File: src/hdl/flrcmd_map.vh
// Opcodes, parameter-table header bytes and sizes for the lock/reset/param command slice.
// Included by the command interpreter only.
`ifndef FLRCMD_MAP_VH
`define FLRCMD_MAP_VH
`define FLRCMD_OP_LOCK_STATUS  8'h3c
`define FLRCMD_OP_LOCK_ALL     8'h7e
`define FLRCMD_OP_UNLOCK_ALL   8'h98
`define FLRCMD_OP_RDYBSY_EN    8'h70
`define FLRCMD_OP_RDYBSY_DIS   8'h80
`define FLRCMD_OP_NOP          8'h00
`define FLRCMD_OP_RESET_ARM    8'h66
`define FLRCMD_OP_RESET        8'h99
`define FLRCMD_OP_PARAM_READ   8'h5a
`define FLRCMD_OP_WRITE_EN     8'h06
`define FLRCMD_OP_WRITE_DIS    8'h04
`define FLRCMD_ADDR_BYTES      3
`define FLRCMD_DUMMY_BYTES     1
`define FLRCMD_SIG_B0          8'h53
`define FLRCMD_SIG_B1          8'h46
`define FLRCMD_SIG_B2          8'h44
`define FLRCMD_SIG_B3          8'h50
`define FLRCMD_REV_MINOR       8'h00
`define FLRCMD_REV_MAJOR       8'h01
`define FLRCMD_HDR_COUNT       8'h01
`define FLRCMD_HDR0_ID         8'h00
`define FLRCMD_HDR0_LEN        8'h09
`define FLRCMD_HDR0_PTR        8'h30
`define FLRCMD_HDR1_LEN        8'h04
`define FLRCMD_HDR1_PTR        8'h60
`define FLRCMD_UNUSED_BYTE     8'hff
`define FLRCMD_UNITS_LOG2      12
`endif

File: src/hdl/flrcmd_core.v
// Serial command interpreter: lock status, whole-chip lock/unlock, ready/busy on
// the serial output, no-operation, two-step reset and parameter-table read.
// Assumes chip select, serial clock and serial input come from an outside host
// and are sampled here on core_clk_i; serial clock must be well below core rate.
// Contract
// RULE_01: lock status read needs protection mode
// RULE_02: 3Ch plus three address bytes, status out
// RULE_03: unit chosen from A23-A16 or A23-A12
// RULE_04: first output byte: 1 locked, 0 open
// RULE_05: 7Eh locks all, 98h unlocks all
// RULE_06: host sends write enable before lock/unlock
// RULE_07: these commands need exact byte boundary
// RULE_08: ready/busy enable drives it in continuous programming
// RULE_09: ready/busy disable stops that output
// RULE_10: no-operation only cancels pending reset arm
// RULE_11: reset only directly after reset arm
// RULE_12: reset restores every volatile default
// RULE_13: reset aborts running program or erase
// RULE_14: host waits longer after aborted program
// RULE_15: 5Ah, three address, one dummy, stream table
// RULE_16: chip select high stops output at once
// RULE_17: table starts with signature, low byte first
// RULE_18: header count zero based, revision 1.0
// RULE_19: first header id 00h, 09h, 30h
// RULE_20: second header maker id, 04h, 60h, FFh
// RULE_21: lock bits all set at power-up
// RULE_22: write-protect low protects all units
// RULE_23: without protection mode lock commands ignored
// RULE_24: status and table reads keep write enable
`include "flrcmd_map.vh"
module flrcmd_core #(
	parameter [7:0] MAKER_ID = 8'h5e // Arbitrary neutral maker code
) (
	input  wire        core_clk_i,
	input  wire        arst_n_i,
	input  wire        cs_n_i,
	input  wire        sclk_i,
	input  wire        sdi_i,
	input  wire        wp_n_i,
	input  wire        per_block_protect_select_i,
	input  wire        sector_mode_i,
	input  wire        continuous_program_mode_i,
	input  wire        busy_i,
	input  wire        program_active_i,
	output reg         sdo_o,
	output reg         sdo_oe_o,
	output reg         write_enable_o,
	output reg         rdybsy_out_en_o,
	output reg         op_abort_o,
	output reg         abort_was_program_o,
	output reg         soft_reset_o,
	output wire        all_protected_o
);
	localparam ST_OPC  = 3'd0;
	localparam ST_ADDR = 3'd1;
	localparam ST_DUMY = 3'd2;
	localparam ST_OUT  = 3'd3;
	localparam ST_IGN  = 3'd4;
	localparam NUNITS  = 1 << `FLRCMD_UNITS_LOG2;

	reg [2:0]  cs_sync;
	reg [2:0]  clk_sync;
	reg [1:0]  di_sync;
	reg [2:0]  state;
	reg [2:0]  bitcnt;
	reg [7:0]  shreg;
	reg [7:0]  opcode;
	reg [1:0]  bytecnt;
	reg [23:0] addr;
	reg [7:0]  tx;
	reg [7:0]  tbl_addr;
	reg        reset_armed;
	reg        byte_done;
	reg [NUNITS-1:0] lock_bits;
	reg        fall_pending;
	// Set by any bit after the opcode byte of a single-byte frame; such frames never execute
	reg        over_len;
	reg [1:0]  wp_sync;

	wire cs_act   = ~cs_sync[1];
	wire cs_rise  = cs_sync[1] & ~cs_sync[2];
	wire cs_fall  = ~cs_sync[1] & cs_sync[2];
	wire sc_rise  = clk_sync[1] & ~clk_sync[2];
	wire sc_fall  = ~clk_sync[1] & clk_sync[2];
	wire [7:0] rx = {shreg[6:0], di_sync[1]};

	// Sector mode uses the full 12-bit index; block mode strips the sector bits
	wire [`FLRCMD_UNITS_LOG2-1:0] unit_idx = sector_mode_i ? addr[23:12] :
		{addr[23:16], 4'h0}; // RULE_03
	wire unit_locked = lock_bits[unit_idx] | ~wp_sync[1]; // RULE_22

	assign all_protected_o = per_block_protect_select_i & ~wp_sync[1]; // RULE_22

	function [7:0] tbl_byte;
		input [7:0] a;
		input [7:0] maker;
		begin
			case (a)
				8'h00: tbl_byte = `FLRCMD_SIG_B0; // RULE_17
				8'h01: tbl_byte = `FLRCMD_SIG_B1;
				8'h02: tbl_byte = `FLRCMD_SIG_B2;
				8'h03: tbl_byte = `FLRCMD_SIG_B3;
				8'h04: tbl_byte = `FLRCMD_REV_MINOR; // RULE_18
				8'h05: tbl_byte = `FLRCMD_REV_MAJOR;
				8'h06: tbl_byte = `FLRCMD_HDR_COUNT;
				8'h08: tbl_byte = `FLRCMD_HDR0_ID; // RULE_19
				8'h09: tbl_byte = `FLRCMD_REV_MINOR;
				8'h0a: tbl_byte = `FLRCMD_REV_MAJOR;
				8'h0b: tbl_byte = `FLRCMD_HDR0_LEN;
				8'h0c: tbl_byte = `FLRCMD_HDR0_PTR;
				8'h0d: tbl_byte = 8'h00;
				8'h0e: tbl_byte = 8'h00;
				8'h10: tbl_byte = maker; // RULE_20
				8'h11: tbl_byte = `FLRCMD_REV_MINOR;
				8'h12: tbl_byte = `FLRCMD_REV_MAJOR;
				8'h13: tbl_byte = `FLRCMD_HDR1_LEN;
				8'h14: tbl_byte = `FLRCMD_HDR1_PTR;
				8'h15: tbl_byte = 8'h00;
				8'h16: tbl_byte = 8'h00;
				default: tbl_byte = `FLRCMD_UNUSED_BYTE;
			endcase
		end
	endfunction

	wire [7:0] tbl_cur = tbl_byte(tbl_addr, MAKER_ID);

	// Pin inputs pass two flops; the third stage only feeds edge detection
	always @(posedge core_clk_i or negedge arst_n_i) begin
		if (!arst_n_i) begin
			cs_sync  <= 3'h7;
			clk_sync <= 3'h0;
			di_sync  <= 2'h0;
			wp_sync  <= 2'h3;
		end else begin
			cs_sync  <= {cs_sync[1:0], cs_n_i};
			clk_sync <= {clk_sync[1:0], sclk_i};
			di_sync  <= {di_sync[0], sdi_i};
			wp_sync  <= {wp_sync[0], wp_n_i};
		end
	end

	always @(posedge core_clk_i or negedge arst_n_i) begin
		if (!arst_n_i) begin
			state               <= ST_OPC;
			bitcnt              <= 3'h0;
			shreg               <= 8'h00;
			opcode              <= 8'h00;
			bytecnt             <= 2'h0;
			addr                <= 24'h000000;
			tx                  <= 8'h00;
			tbl_addr            <= 8'h00;
			reset_armed         <= 1'b0;
			byte_done           <= 1'b0;
			lock_bits           <= {NUNITS{1'b1}};
			write_enable_o      <= 1'b0;
			rdybsy_out_en_o     <= 1'b0;
			op_abort_o          <= 1'b0;
			abort_was_program_o <= 1'b0;
			soft_reset_o        <= 1'b0;
			sdo_o               <= 1'b0;
			sdo_oe_o            <= 1'b0;
			fall_pending        <= 1'b0;
			over_len            <= 1'b0;
		end else begin
			op_abort_o   <= 1'b0;
			soft_reset_o <= 1'b0;
			if (cs_fall) begin
				state     <= ST_OPC;
				bitcnt    <= 3'h0;
				byte_done <= 1'b0;
				over_len  <= 1'b0;
			end
			if (cs_act && sc_rise && state == ST_IGN)
				over_len <= 1'b1; // RULE_07
			if (!cs_act) begin
				sdo_oe_o <= 1'b0; // RULE_16
				sdo_o    <= 1'b0;
			end else if (state != ST_OUT && continuous_program_mode_i && rdybsy_out_en_o) begin
				sdo_oe_o <= 1'b1; // RULE_08
				sdo_o    <= ~busy_i;
			end else if (state != ST_OUT) begin
				sdo_oe_o <= 1'b0; // RULE_09
			end
			if (cs_act && sc_rise && state != ST_OUT && state != ST_IGN) begin
				shreg     <= rx;
				bitcnt    <= bitcnt + 3'd1;
				byte_done <= (bitcnt == 3'd7);
				if (bitcnt == 3'd7) begin
					case (state)
						ST_OPC: begin
							opcode  <= rx;
							bytecnt <= 2'h0;
							// Any opcode but reset voids the armed reset
							if (rx != `FLRCMD_OP_RESET)
								reset_armed <= 1'b0; // RULE_10 RULE_11
							if (rx == `FLRCMD_OP_PARAM_READ ||
								(rx == `FLRCMD_OP_LOCK_STATUS &&
								per_block_protect_select_i)) // RULE_01 RULE_23
								state <= ST_ADDR; // RULE_02 RULE_15
							else
								state <= ST_IGN;
						end
						ST_ADDR: begin
							addr    <= {addr[15:0], rx};
							bytecnt <= bytecnt + 2'd1;
							if (bytecnt == 2'd2) begin
								if (opcode == `FLRCMD_OP_PARAM_READ) begin
									state <= ST_DUMY;
								end else begin
									state <= ST_OUT;
									fall_pending <= 1'b1;
								end
							end
						end
						ST_DUMY: begin
							state        <= ST_OUT;
							tbl_addr     <= addr[7:0];
							fall_pending <= 1'b1;
						end
						default: state <= ST_IGN;
					endcase
				end
			end
			// Output setup on the first falling edge after the last input bit
			if (cs_act && sc_fall && state == ST_OUT) begin
				sdo_oe_o <= 1'b1;
				if (fall_pending) begin
					fall_pending <= 1'b0;
					bitcnt       <= 3'h1;
					if (opcode == `FLRCMD_OP_PARAM_READ) begin
						tx       <= tbl_cur; // RULE_17
						sdo_o    <= tbl_cur[7];
						tbl_addr <= tbl_addr + 8'd1;
					end else begin
						tx    <= {7'h00, unit_locked}; // RULE_04
						sdo_o <= 1'b0;
					end
				end else begin
					bitcnt <= bitcnt + 3'd1;
					if (bitcnt == 3'd0) begin
						if (opcode == `FLRCMD_OP_PARAM_READ) begin
							tx       <= tbl_cur;
							sdo_o    <= tbl_cur[7];
							tbl_addr <= tbl_addr + 8'd1;
						end else begin
							// Status repeats in every byte until chip select rises
							tx    <= {7'h00, unit_locked};
							sdo_o <= 1'b0;
						end
					end else begin
						sdo_o <= tx[~bitcnt];
					end
				end
			end
			// Single-byte commands execute at chip select rise on a byte boundary
			if (cs_rise && state == ST_IGN && byte_done && !over_len) begin // RULE_07
				case (opcode)
					`FLRCMD_OP_WRITE_EN:  write_enable_o <= 1'b1;
					`FLRCMD_OP_WRITE_DIS: write_enable_o <= 1'b0;
					`FLRCMD_OP_LOCK_ALL: begin
						if (per_block_protect_select_i && write_enable_o) begin // RULE_05 RULE_06
							lock_bits      <= {NUNITS{1'b1}};
							write_enable_o <= 1'b0;
						end
					end
					`FLRCMD_OP_UNLOCK_ALL: begin
						if (per_block_protect_select_i && write_enable_o) begin // RULE_05 RULE_23
							lock_bits      <= {NUNITS{1'b0}};
							write_enable_o <= 1'b0;
						end
					end
					`FLRCMD_OP_RDYBSY_EN:  rdybsy_out_en_o <= 1'b1; // RULE_08
					`FLRCMD_OP_RDYBSY_DIS: rdybsy_out_en_o <= 1'b0; // RULE_09
					`FLRCMD_OP_RESET_ARM:  reset_armed <= 1'b1; // RULE_11
					`FLRCMD_OP_RESET: begin
						if (reset_armed) begin // RULE_11
							// Volatile state back to power-on values
							lock_bits           <= {NUNITS{1'b1}}; // RULE_12 RULE_21
							write_enable_o      <= 1'b0;
							rdybsy_out_en_o     <= 1'b0;
							op_abort_o          <= busy_i; // RULE_13
							abort_was_program_o <= busy_i & program_active_i; // RULE_14
							soft_reset_o        <= 1'b1;
						end
						reset_armed <= 1'b0;
					end
					default: ;
				endcase
			end
			if (cs_rise) begin
				state        <= ST_OPC; // RULE_24
				fall_pending <= 1'b0;
				bitcnt       <= 3'h0;
			end
		end
	end
endmodule // flrcmd_core

File: config.mk
export PLATFORM = sky130hd
export DESIGN_NAME = flrcmd_core
export DESIGN_NICKNAME = d
export VERILOG_FILES = /design/src/hdl/flrcmd_core.v
export VERILOG_INCLUDE_DIRS = /design/src /design/src/hdl
export SDC_FILE = /design/constraint.sdc
export NUM_CORES = 1
export LEC_CHECK = 0
export ABC_AREA = 1
export BUFFER_PORTS_ARGS = -buffer_cell sky130_fd_sc_hd__buf_2
export CAP_MARGIN = 20
export CORE_MARGIN = 1
export CORE_UTILIZATION = 40
export CTS_CLUSTER_DIAMETER = 80
export DETAILED_ROUTE_END_ITERATION = 7
export HOLD_SLACK_MARGIN = 0.12
export SETUP_SLACK_MARGIN = 0.4
export SYNTH_ARGS = -nofsm -noshare
export SYNTH_HDL_FRONTEND = slang
export SYNTH_SLANG_ARGS = --single-unit
File: constraint.sdc
create_clock -name core_clk_i -period 1.7 [get_ports core_clk_i]
set_input_delay 0.17 -clock core_clk_i [delete_from_list [all_inputs] [get_ports core_clk_i]]
set_output_delay 0.17 -clock core_clk_i [all_outputs]
set_load 0.05 [all_outputs]
Yosys cells after proc, flatten, opt, wreduce, memory -nomap -nowiden
Memories as Yosys holds them, arrays and structs flattened.
Cells that the tools add are included.
{"block": "word_totals", "out_inout_bits": 8, "wordCells": 176, "input_bits": 11, "rom_bits": 256, "memories": 1, "register_bits": 4180}
{"name": "(no name shown)", "words": 32, "width": 8, "rd": 1, "rd_ports_with_merged_regs": 0, "write_ports": 0, "line": "flrcmd_core.v:98", "source": "case (a)"}
{"block": "op_classes", "n_eq_ne": 24, "n_bitwise": 14, "muxes": 71, "add_sub_neg": 3, "n_lt_le_gt_ge": 2, "reduce_logical": 37}
{"operator": "two-way mux 4096 bit", "n": 3}
{"operator": "one-hot mux 4096 bit (3 select lines)", "n": 1}
{"operator": "two-way mux 8 bit", "n": 11}
{"operator": "equality test 8 x 7 -> 1 bit, second input constant", "n": 5}
{"operator": "two-way mux 1 bit", "n": 36}
{"operator": "two-way mux 3 bit", "n": 11}
{"operator": "equality test 8 bit, second input constant", "n": 3}
{"operator": "equality test 8 x 3 -> 1 bit, second input constant", "n": 2}
{"operator": "AND reduction 3 bit", "n": 5}
{"operator": "logical AND 1 bit", "n": 13}
{"operator": "< comparator 12 x 13 -> 1 bit, second input constant", "n": 1}
{"operator": "binary-select mux 1 bit (select 12 bit)", "n": 1}
{"operator": "nonzero test 4 bit", "n": 3}
{"operator": "zero test 3 bit", "n": 3}
{"operator": "one-hot mux 3 bit (3 select lines)", "n": 1}
{"operator": "nonzero test 3 bit", "n": 3}
{"operator": "adder 8 x 1 -> 8 bit, second input constant", "n": 1}
{"operator": "equality test 8 x 6 -> 1 bit, second input constant", "n": 1}
{"operator": "!= test 8 bit, second input constant", "n": 1}
{"operator": "nonzero test 2 bit", "n": 4}
{"operator": "bitwise AND 1 bit", "n": 6}
{"operator": "equality test 3 x 2 -> 1 bit, second input constant", "n": 2}
{"operator": "equality test 3 bit, second input constant", "n": 2}
{"operator": "!= test 2 bit, second input constant", "n": 3}
{"operator": "other kinds (23)", "n": 29}

Logic depth before layout (Yosys ltp)
{"block": "logic_depth", "word_depth": 10, "mapped_depth": 11, "depth_no_buf": 11}

Worst setup path after synthesis
No wires, ideal clock.
{"block": "synth_timing", "path_type": "reg-to-reg", "from": "reg cs_sync[1]", "to": "reg write_enable_o", "path_slack_ns": 0.133, "synth_period_minus_slack_ns": 1.567, "path_buffers": 0, "required_ns": 1.586, "arrival_ns": 1.453, "setup_time_ns": 0.114, "path_stages_with_launch": 9, "cell_sequence": "dfstp_2 -> ha_1 -> nand3_1 -> nor2_1 -> nand2_1 -> inv_1 -> nand3_1 -> nand2_1 -> nor2_1"}
{"block": "synth_between", "elab_chain_cells": 5}
{"item": "start, declared", "line": "flrcmd_core.v:61", "source": "reg [2:0] cs_sync;"}
{"item": "start signal, assigned", "line": "flrcmd_core.v:135", "source": "cs_sync <= {cs_sync[1:0], cs_n_i};"}
{"item": "bitwise AND 1 bit", "line": "flrcmd_core.v:81", "source": "wire cs_rise = cs_sync[1] & ~cs_sync[2];"}
{"item": "logical AND 1 bit (3 in series)", "line": "flrcmd_core.v:256", "source": "if (cs_rise && state == ST_IGN && byte_done && !over_len) begin"}
{"item": "AND reduction 4 bit (no line)"}
{"item": "end signal, assigned", "line": "flrcmd_core.v:258", "source": "`FLRCMD_OP_WRITE_EN: write_enable_o <= 1'b1;"}
{"item": "end signal, assigned", "line": "flrcmd_core.v:259", "source": "`FLRCMD_OP_WRITE_DIS: write_enable_o <= 1'b0;"}
{"item": "end signal, assigned", "line": "flrcmd_core.v:263", "source": "write_enable_o <= 1'b0;"}
{"item": "end, declared", "line": "flrcmd_core.v:47", "source": "output reg write_enable_o,"}
No other way between the ends.
A chain may end at the register's enable or synchronous reset.

Final worst setup path
{"block": "layout_timing", "from": "reg cs_sync[1]", "to": "reg state[1]"}
{"block": "layout_between", "elab_chain_cells": 8, "word_cells_on_any_way": 12, "cone_classes": "6 x mux; 3 x bitwise; 3 x reduce/logical"}
{"item": "inverter 1 bit", "line": "flrcmd_core.v:80, flrcmd_core.v:82"}
{"item": "bitwise AND 1 bit", "line": "flrcmd_core.v:82", "source": "wire cs_fall = ~cs_sync[1] & cs_sync[2];"}
{"item": "two-way mux 3 bit", "line": "flrcmd_core.v:167", "source": "if (cs_fall) begin"}
{"item": "two-way mux 3 bit", "line": "flrcmd_core.v:206", "source": "if (bytecnt == 2'd2) begin"}
{"item": "one-hot mux 3 bit (3 select lines)", "line": "flrcmd_core.v:189", "source": "case (state)"}
{"item": "two-way mux 3 bit", "line": "flrcmd_core.v:188", "source": "if (bitcnt == 3'd7) begin"}
{"item": "two-way mux 3 bit", "line": "flrcmd_core.v:184", "source": "if (cs_act && sc_rise && state != ST_OUT && state != ST_IGN) begin"}
{"item": "two-way mux 3 bit *", "line": "flrcmd_core.v:290", "source": "if (cs_rise) begin"}
{"item": "end signal, assigned", "line": "flrcmd_core.v:199", "source": "state <= ST_ADDR;"}
{"item": "end signal, assigned", "line": "flrcmd_core.v:201", "source": "state <= ST_IGN;"}
{"item": "end signal, assigned", "line": "flrcmd_core.v:291", "source": "state <= ST_OPC;"}
{"item": "end, declared", "line": "flrcmd_core.v:64", "source": "reg [2:0] state;"}
Mark *: on every way between the ends. The rest lies on a longest branch, timed or not.

==> results.cfg <==
[outcome]
outcome = finished, final reports clean

[clocking]
clk_root_buffer_cell = sky130_fd_sc_hd__clkbuf_8
cts.reportedPaths.clkPinSlew_ns = 0.08
cts.path.max_buffers = 2
clock_latency_ns = 0.35
clock_tree.htree_level_count = 3
cts_tree = done
tritoncts.num_buffers = 9
cts_sinks = 69

[sta]
postLayoutSetupSlackWorst_ns = 0.0963
rsz0062_at_grt = true
post-route-min-period_ns = 1.60
worstMarginPinSlew_ns = 0.545
slew_viol_final = 0
timing.final.setup_violations = 0
clock_skew_ns = 0.00814
max_clock_freq_mhz = 624
report.final.hold_viol_count = 0
max-slew-margin-rel = 0.637
final_min_period_over_clock_period = 0.943

[global_routing]
grt_antenna_before_repair = 0
grtUsageMet1 = 0.255
grt_max_degree = 31
global_route.usage.met3 = 0.0362
grt.overflow.total = 0
top_usage_layer = met2
grt_util_met2 = 0.338
grtUsageTotal = 0.199
grt_first_pass_wirelength_um = 15500
number_of_global_route_vias_before_repair = 3323

[critical_path]
cp_cell_sequence = inv_4, ha_4, inv_4, nand2_4, nand2_2, a21oi_2, o21ai_1, nand2_1, a21oi_2
critPathCaptureType = flip-flop
cell_with_the_biggest_individual_delay_on_the_critical_path = sky130_fd_sc_hd__dfstp_2
timing.critical_path.fanout_max = 5
worstSetupStartpointType = flip-flop
worst_path_largest_cell_delay_ns = 0.64
critical_path_class = flip-flop to flip-flop
crit_required_ns = 1.97
crit_arrival_ns = 1.87

[floorplanning]
die_area_um2 = 9790
initial_utilization = 0.411
core_region_area_um2 = 9150
dieWidth_um = 98.9
core.rowCount = 35
floorplan.die.height_um = 98.9
num_io_pins = 19

[final_layout]
final_cell_area_um2 = 5400
flow.area_growth_from_synthesis_pct = 43.8
antennaDiodeCount = 0
num-nets-final = 607
fill_cells = 797
drive_gt1_frac = 0.392
layout.core_utilization = 0.590

[logic_synthesis]
ys_warn_count = 0
synthTopCellsByArea = sky130_fd_sc_hd__dfrtp_1 (42%), sky130_fd_sc_hd__nand2_1 (13%), sky130_fd_sc_hd__inv_1 (7.2%), sky130_fd_sc_hd__nand3_1 (5.9%), sky130_fd_sc_hd__dfstp_2 (4.2%)
synth_largest_area_cell = sky130_fd_sc_hd__dfrtp_1
post_synth_instance_area_um2 = 3760
ys_ff_latch = 69
avgSynthCellArea_um2 = 7.62
synth_top_area_frac = 0.420
post_synth_inst_count = 493
ys_seq_area_frac = 0.462
synth_cell_type_count = 32
synth_nets = 515

[pwr]
powerDensity_nw_per_um2 = 618
report.power.total_uw = 3340
p_leak_uw = 0.00254
ir_drop_v = 0.000384

[drt]
detail_route.first_pass.iterations = 4
wl_per_cell_um = 14.1
route.vias.total = 3544
count_of_routing_violations_after_the_opening_detailed_route_iteration = 177
postRouteWirelength_um = 9920
routed_via_density = 5.06
remaining_antenna_violation_count_after_routing = 0
drc = 0

[placed_design]
globalplace.congestion = 0.884
placement.setup.worst_slack_ns = 0.112
dp_hpwl_um = 6250
port_buffers = 17
placed_area_um2 = 4190

[worst_hold_path]
timing.hold.worst.class = input pin to flip-flop

[run]
maxCapViolCount = 0
-- Yosys cell counts --
master	n
sky130_fd_sc_hd__nor2_4	3
sky130_fd_sc_hd__o31ai_1	1
sky130_fd_sc_hd__nor3_1	3
sky130_fd_sc_hd__nand3_1	44
sky130_fd_sc_hd__a21oi_1	23
sky130_fd_sc_hd__buf_6	1
sky130_fd_sc_hd__dfrtp_1	63
sky130_fd_sc_hd__nand2_1	134
sky130_fd_sc_hd__xor2_1	1
sky130_fd_sc_hd__inv_1	72
sky130_fd_sc_hd__nor4_1	1
sky130_fd_sc_hd__clkinv_1	1
sky130_fd_sc_hd__inv_2	5
sky130_fd_sc_hd__nand3_2	4
sky130_fd_sc_hd__dfstp_2	6
sky130_fd_sc_hd__nand3_4	1
sky130_fd_sc_hd__o211ai_1	4
sky130_fd_sc_hd__o22ai_1	3
sky130_fd_sc_hd__nor3_2	1
sky130_fd_sc_hd__nand4_1	8
sky130_fd_sc_hd__nor2_8	1
sky130_fd_sc_hd__ha_1	11
sky130_fd_sc_hd__nand3b_1	3
sky130_fd_sc_hd__clkbuf_1	2
sky130_fd_sc_hd__nor2_1	39
sky130_fd_sc_hd__nand2_4	2
sky130_fd_sc_hd__o2111ai_1	1
sky130_fd_sc_hd__nand2_2	1
sky130_fd_sc_hd__o21ai_1	17
sky130_fd_sc_hd__or2_2	1
sky130_fd_sc_hd__o21ai_0	30
sky130_fd_sc_hd__buf_2	6
-- report_power, final --
group	internal (uW)	total [uW]	switching, uW
Clock	602	1230	626
Combinational	141	336	195
Sequential	1700	1770	73.8
-- per-layer routing --
layer / vias up / part of all wire / wire length [um]
met5: - / 0 / 0
met2: 53 / 0.51 / 5030
li1: 1785 / - / -
met4: 0 / 0.0098 / 97
met1: 1697 / 0.46 / 4520
met3: 9 / 0.027 / 269
-- per-stage QoR --
step / instances / TNS [ns] / hold WS [ns]
after floorplan: 493 / 0 / -0.126
after global placement: 621 / 0 / 0.171
after detailed placement: 621 / 0 / 0.176
after CTS: 677 / 0 / 0.249
after global routing: 701 / -0.000368 / 0.306
final: 701 / 0 / 0.262
-- cell families (layout without fill, tap and decap cells) --
group	after synthesis	after routing	synth area share
AND/OR/NAND/NOR	246	250	0.298
flip-flops	69	69	0.462
XOR/XNOR	1	1	0.00233
adder cells (fa/ha/maj)	11	11	0.0366
AO/OA/AOI/OAI	79	79	0.111
buffers and inverters	87	180	0.0909
-- cells in the final DEF (no fill, tap or decap), types with 14 or more instances in the layout --
| cell | count |
|---|---|
| sky130_fd_sc_hd__a21oi_1 | 15 |
| sky130_fd_sc_hd__buf_2 | 16 |
| sky130_fd_sc_hd__buf_4 | 39 |
| sky130_fd_sc_hd__dfrtp_1 | 57 |
| sky130_fd_sc_hd__inv_1 | 54 |
| sky130_fd_sc_hd__nand2_1 | 102 |
| sky130_fd_sc_hd__nand2_2 | 29 |
| sky130_fd_sc_hd__nand3_1 | 29 |
| sky130_fd_sc_hd__nand3_2 | 14 |
| sky130_fd_sc_hd__nor2_1 | 31 |
| sky130_fd_sc_hd__o21ai_1 | 31 |
-- path summary, 6_finish.rpt --
check / cells past startpoint / end / slack [ns] / startpoint
worst min-delay path: 5 / sdo_oe_o / 0.26 / continuous_program_mode_i
worst max register to register: 9 / state[1] / 0.1 / cs_sync[1]
worst min register to register: 0 / di_sync[1] / 0.35 / di_sync[0]
max in group asynchronous: 3 / wp_sync[0] / 0.77 / arst_n_i
min in group asynchronous: 2 / tx[1] / 0.34 / arst_n_i
worst max-delay path: 9 / state[1] / 0.1 / cs_sync[1]
-- area by class of cell --
cell class,count,area [um^2],share of cell area
Multi-Input combinational cell,341,2200,0.406
Clock buffer,12,155,0.0287
Timing Repair Buffer,86,818,0.151
Clock inverter,4,22.5,0.00417
Sequential cell,69,1740,0.322
Tap cell,111,139,0.0257
Inverter,78,332,0.0614
-- timing repair --
action,4_1_cts,5_1_grt
endpoints found under the setup margin,57,59
cloned,3,2
pin swaps,27,36
resized for setup,60,79
hold buffers,7,0
setup buffers,30,22
hold endpoints to repair,23,0
-- sequential cells by signal (all words and copies together), names as in the netlist, 3 cells and up --
name	flops
opcode	8
addr	8
cs_sync	3
shreg	7
tbl_addr	8
bitcnt	3
tx	8
clk_sync	3
state	3
-- critical path: cells and delay by family (launching register included) --
kind	cells	cell delay [ns]
flip-flops	1	0.64
AO/OA/AOI/OAI	3	0.35
AND/OR/NAND/NOR	3	0.21
adder cells (fa/ha/maj)	1	0.17
buffers and inverters	2	0.15
No activity file was read; power rests on OpenSTA's default activity.
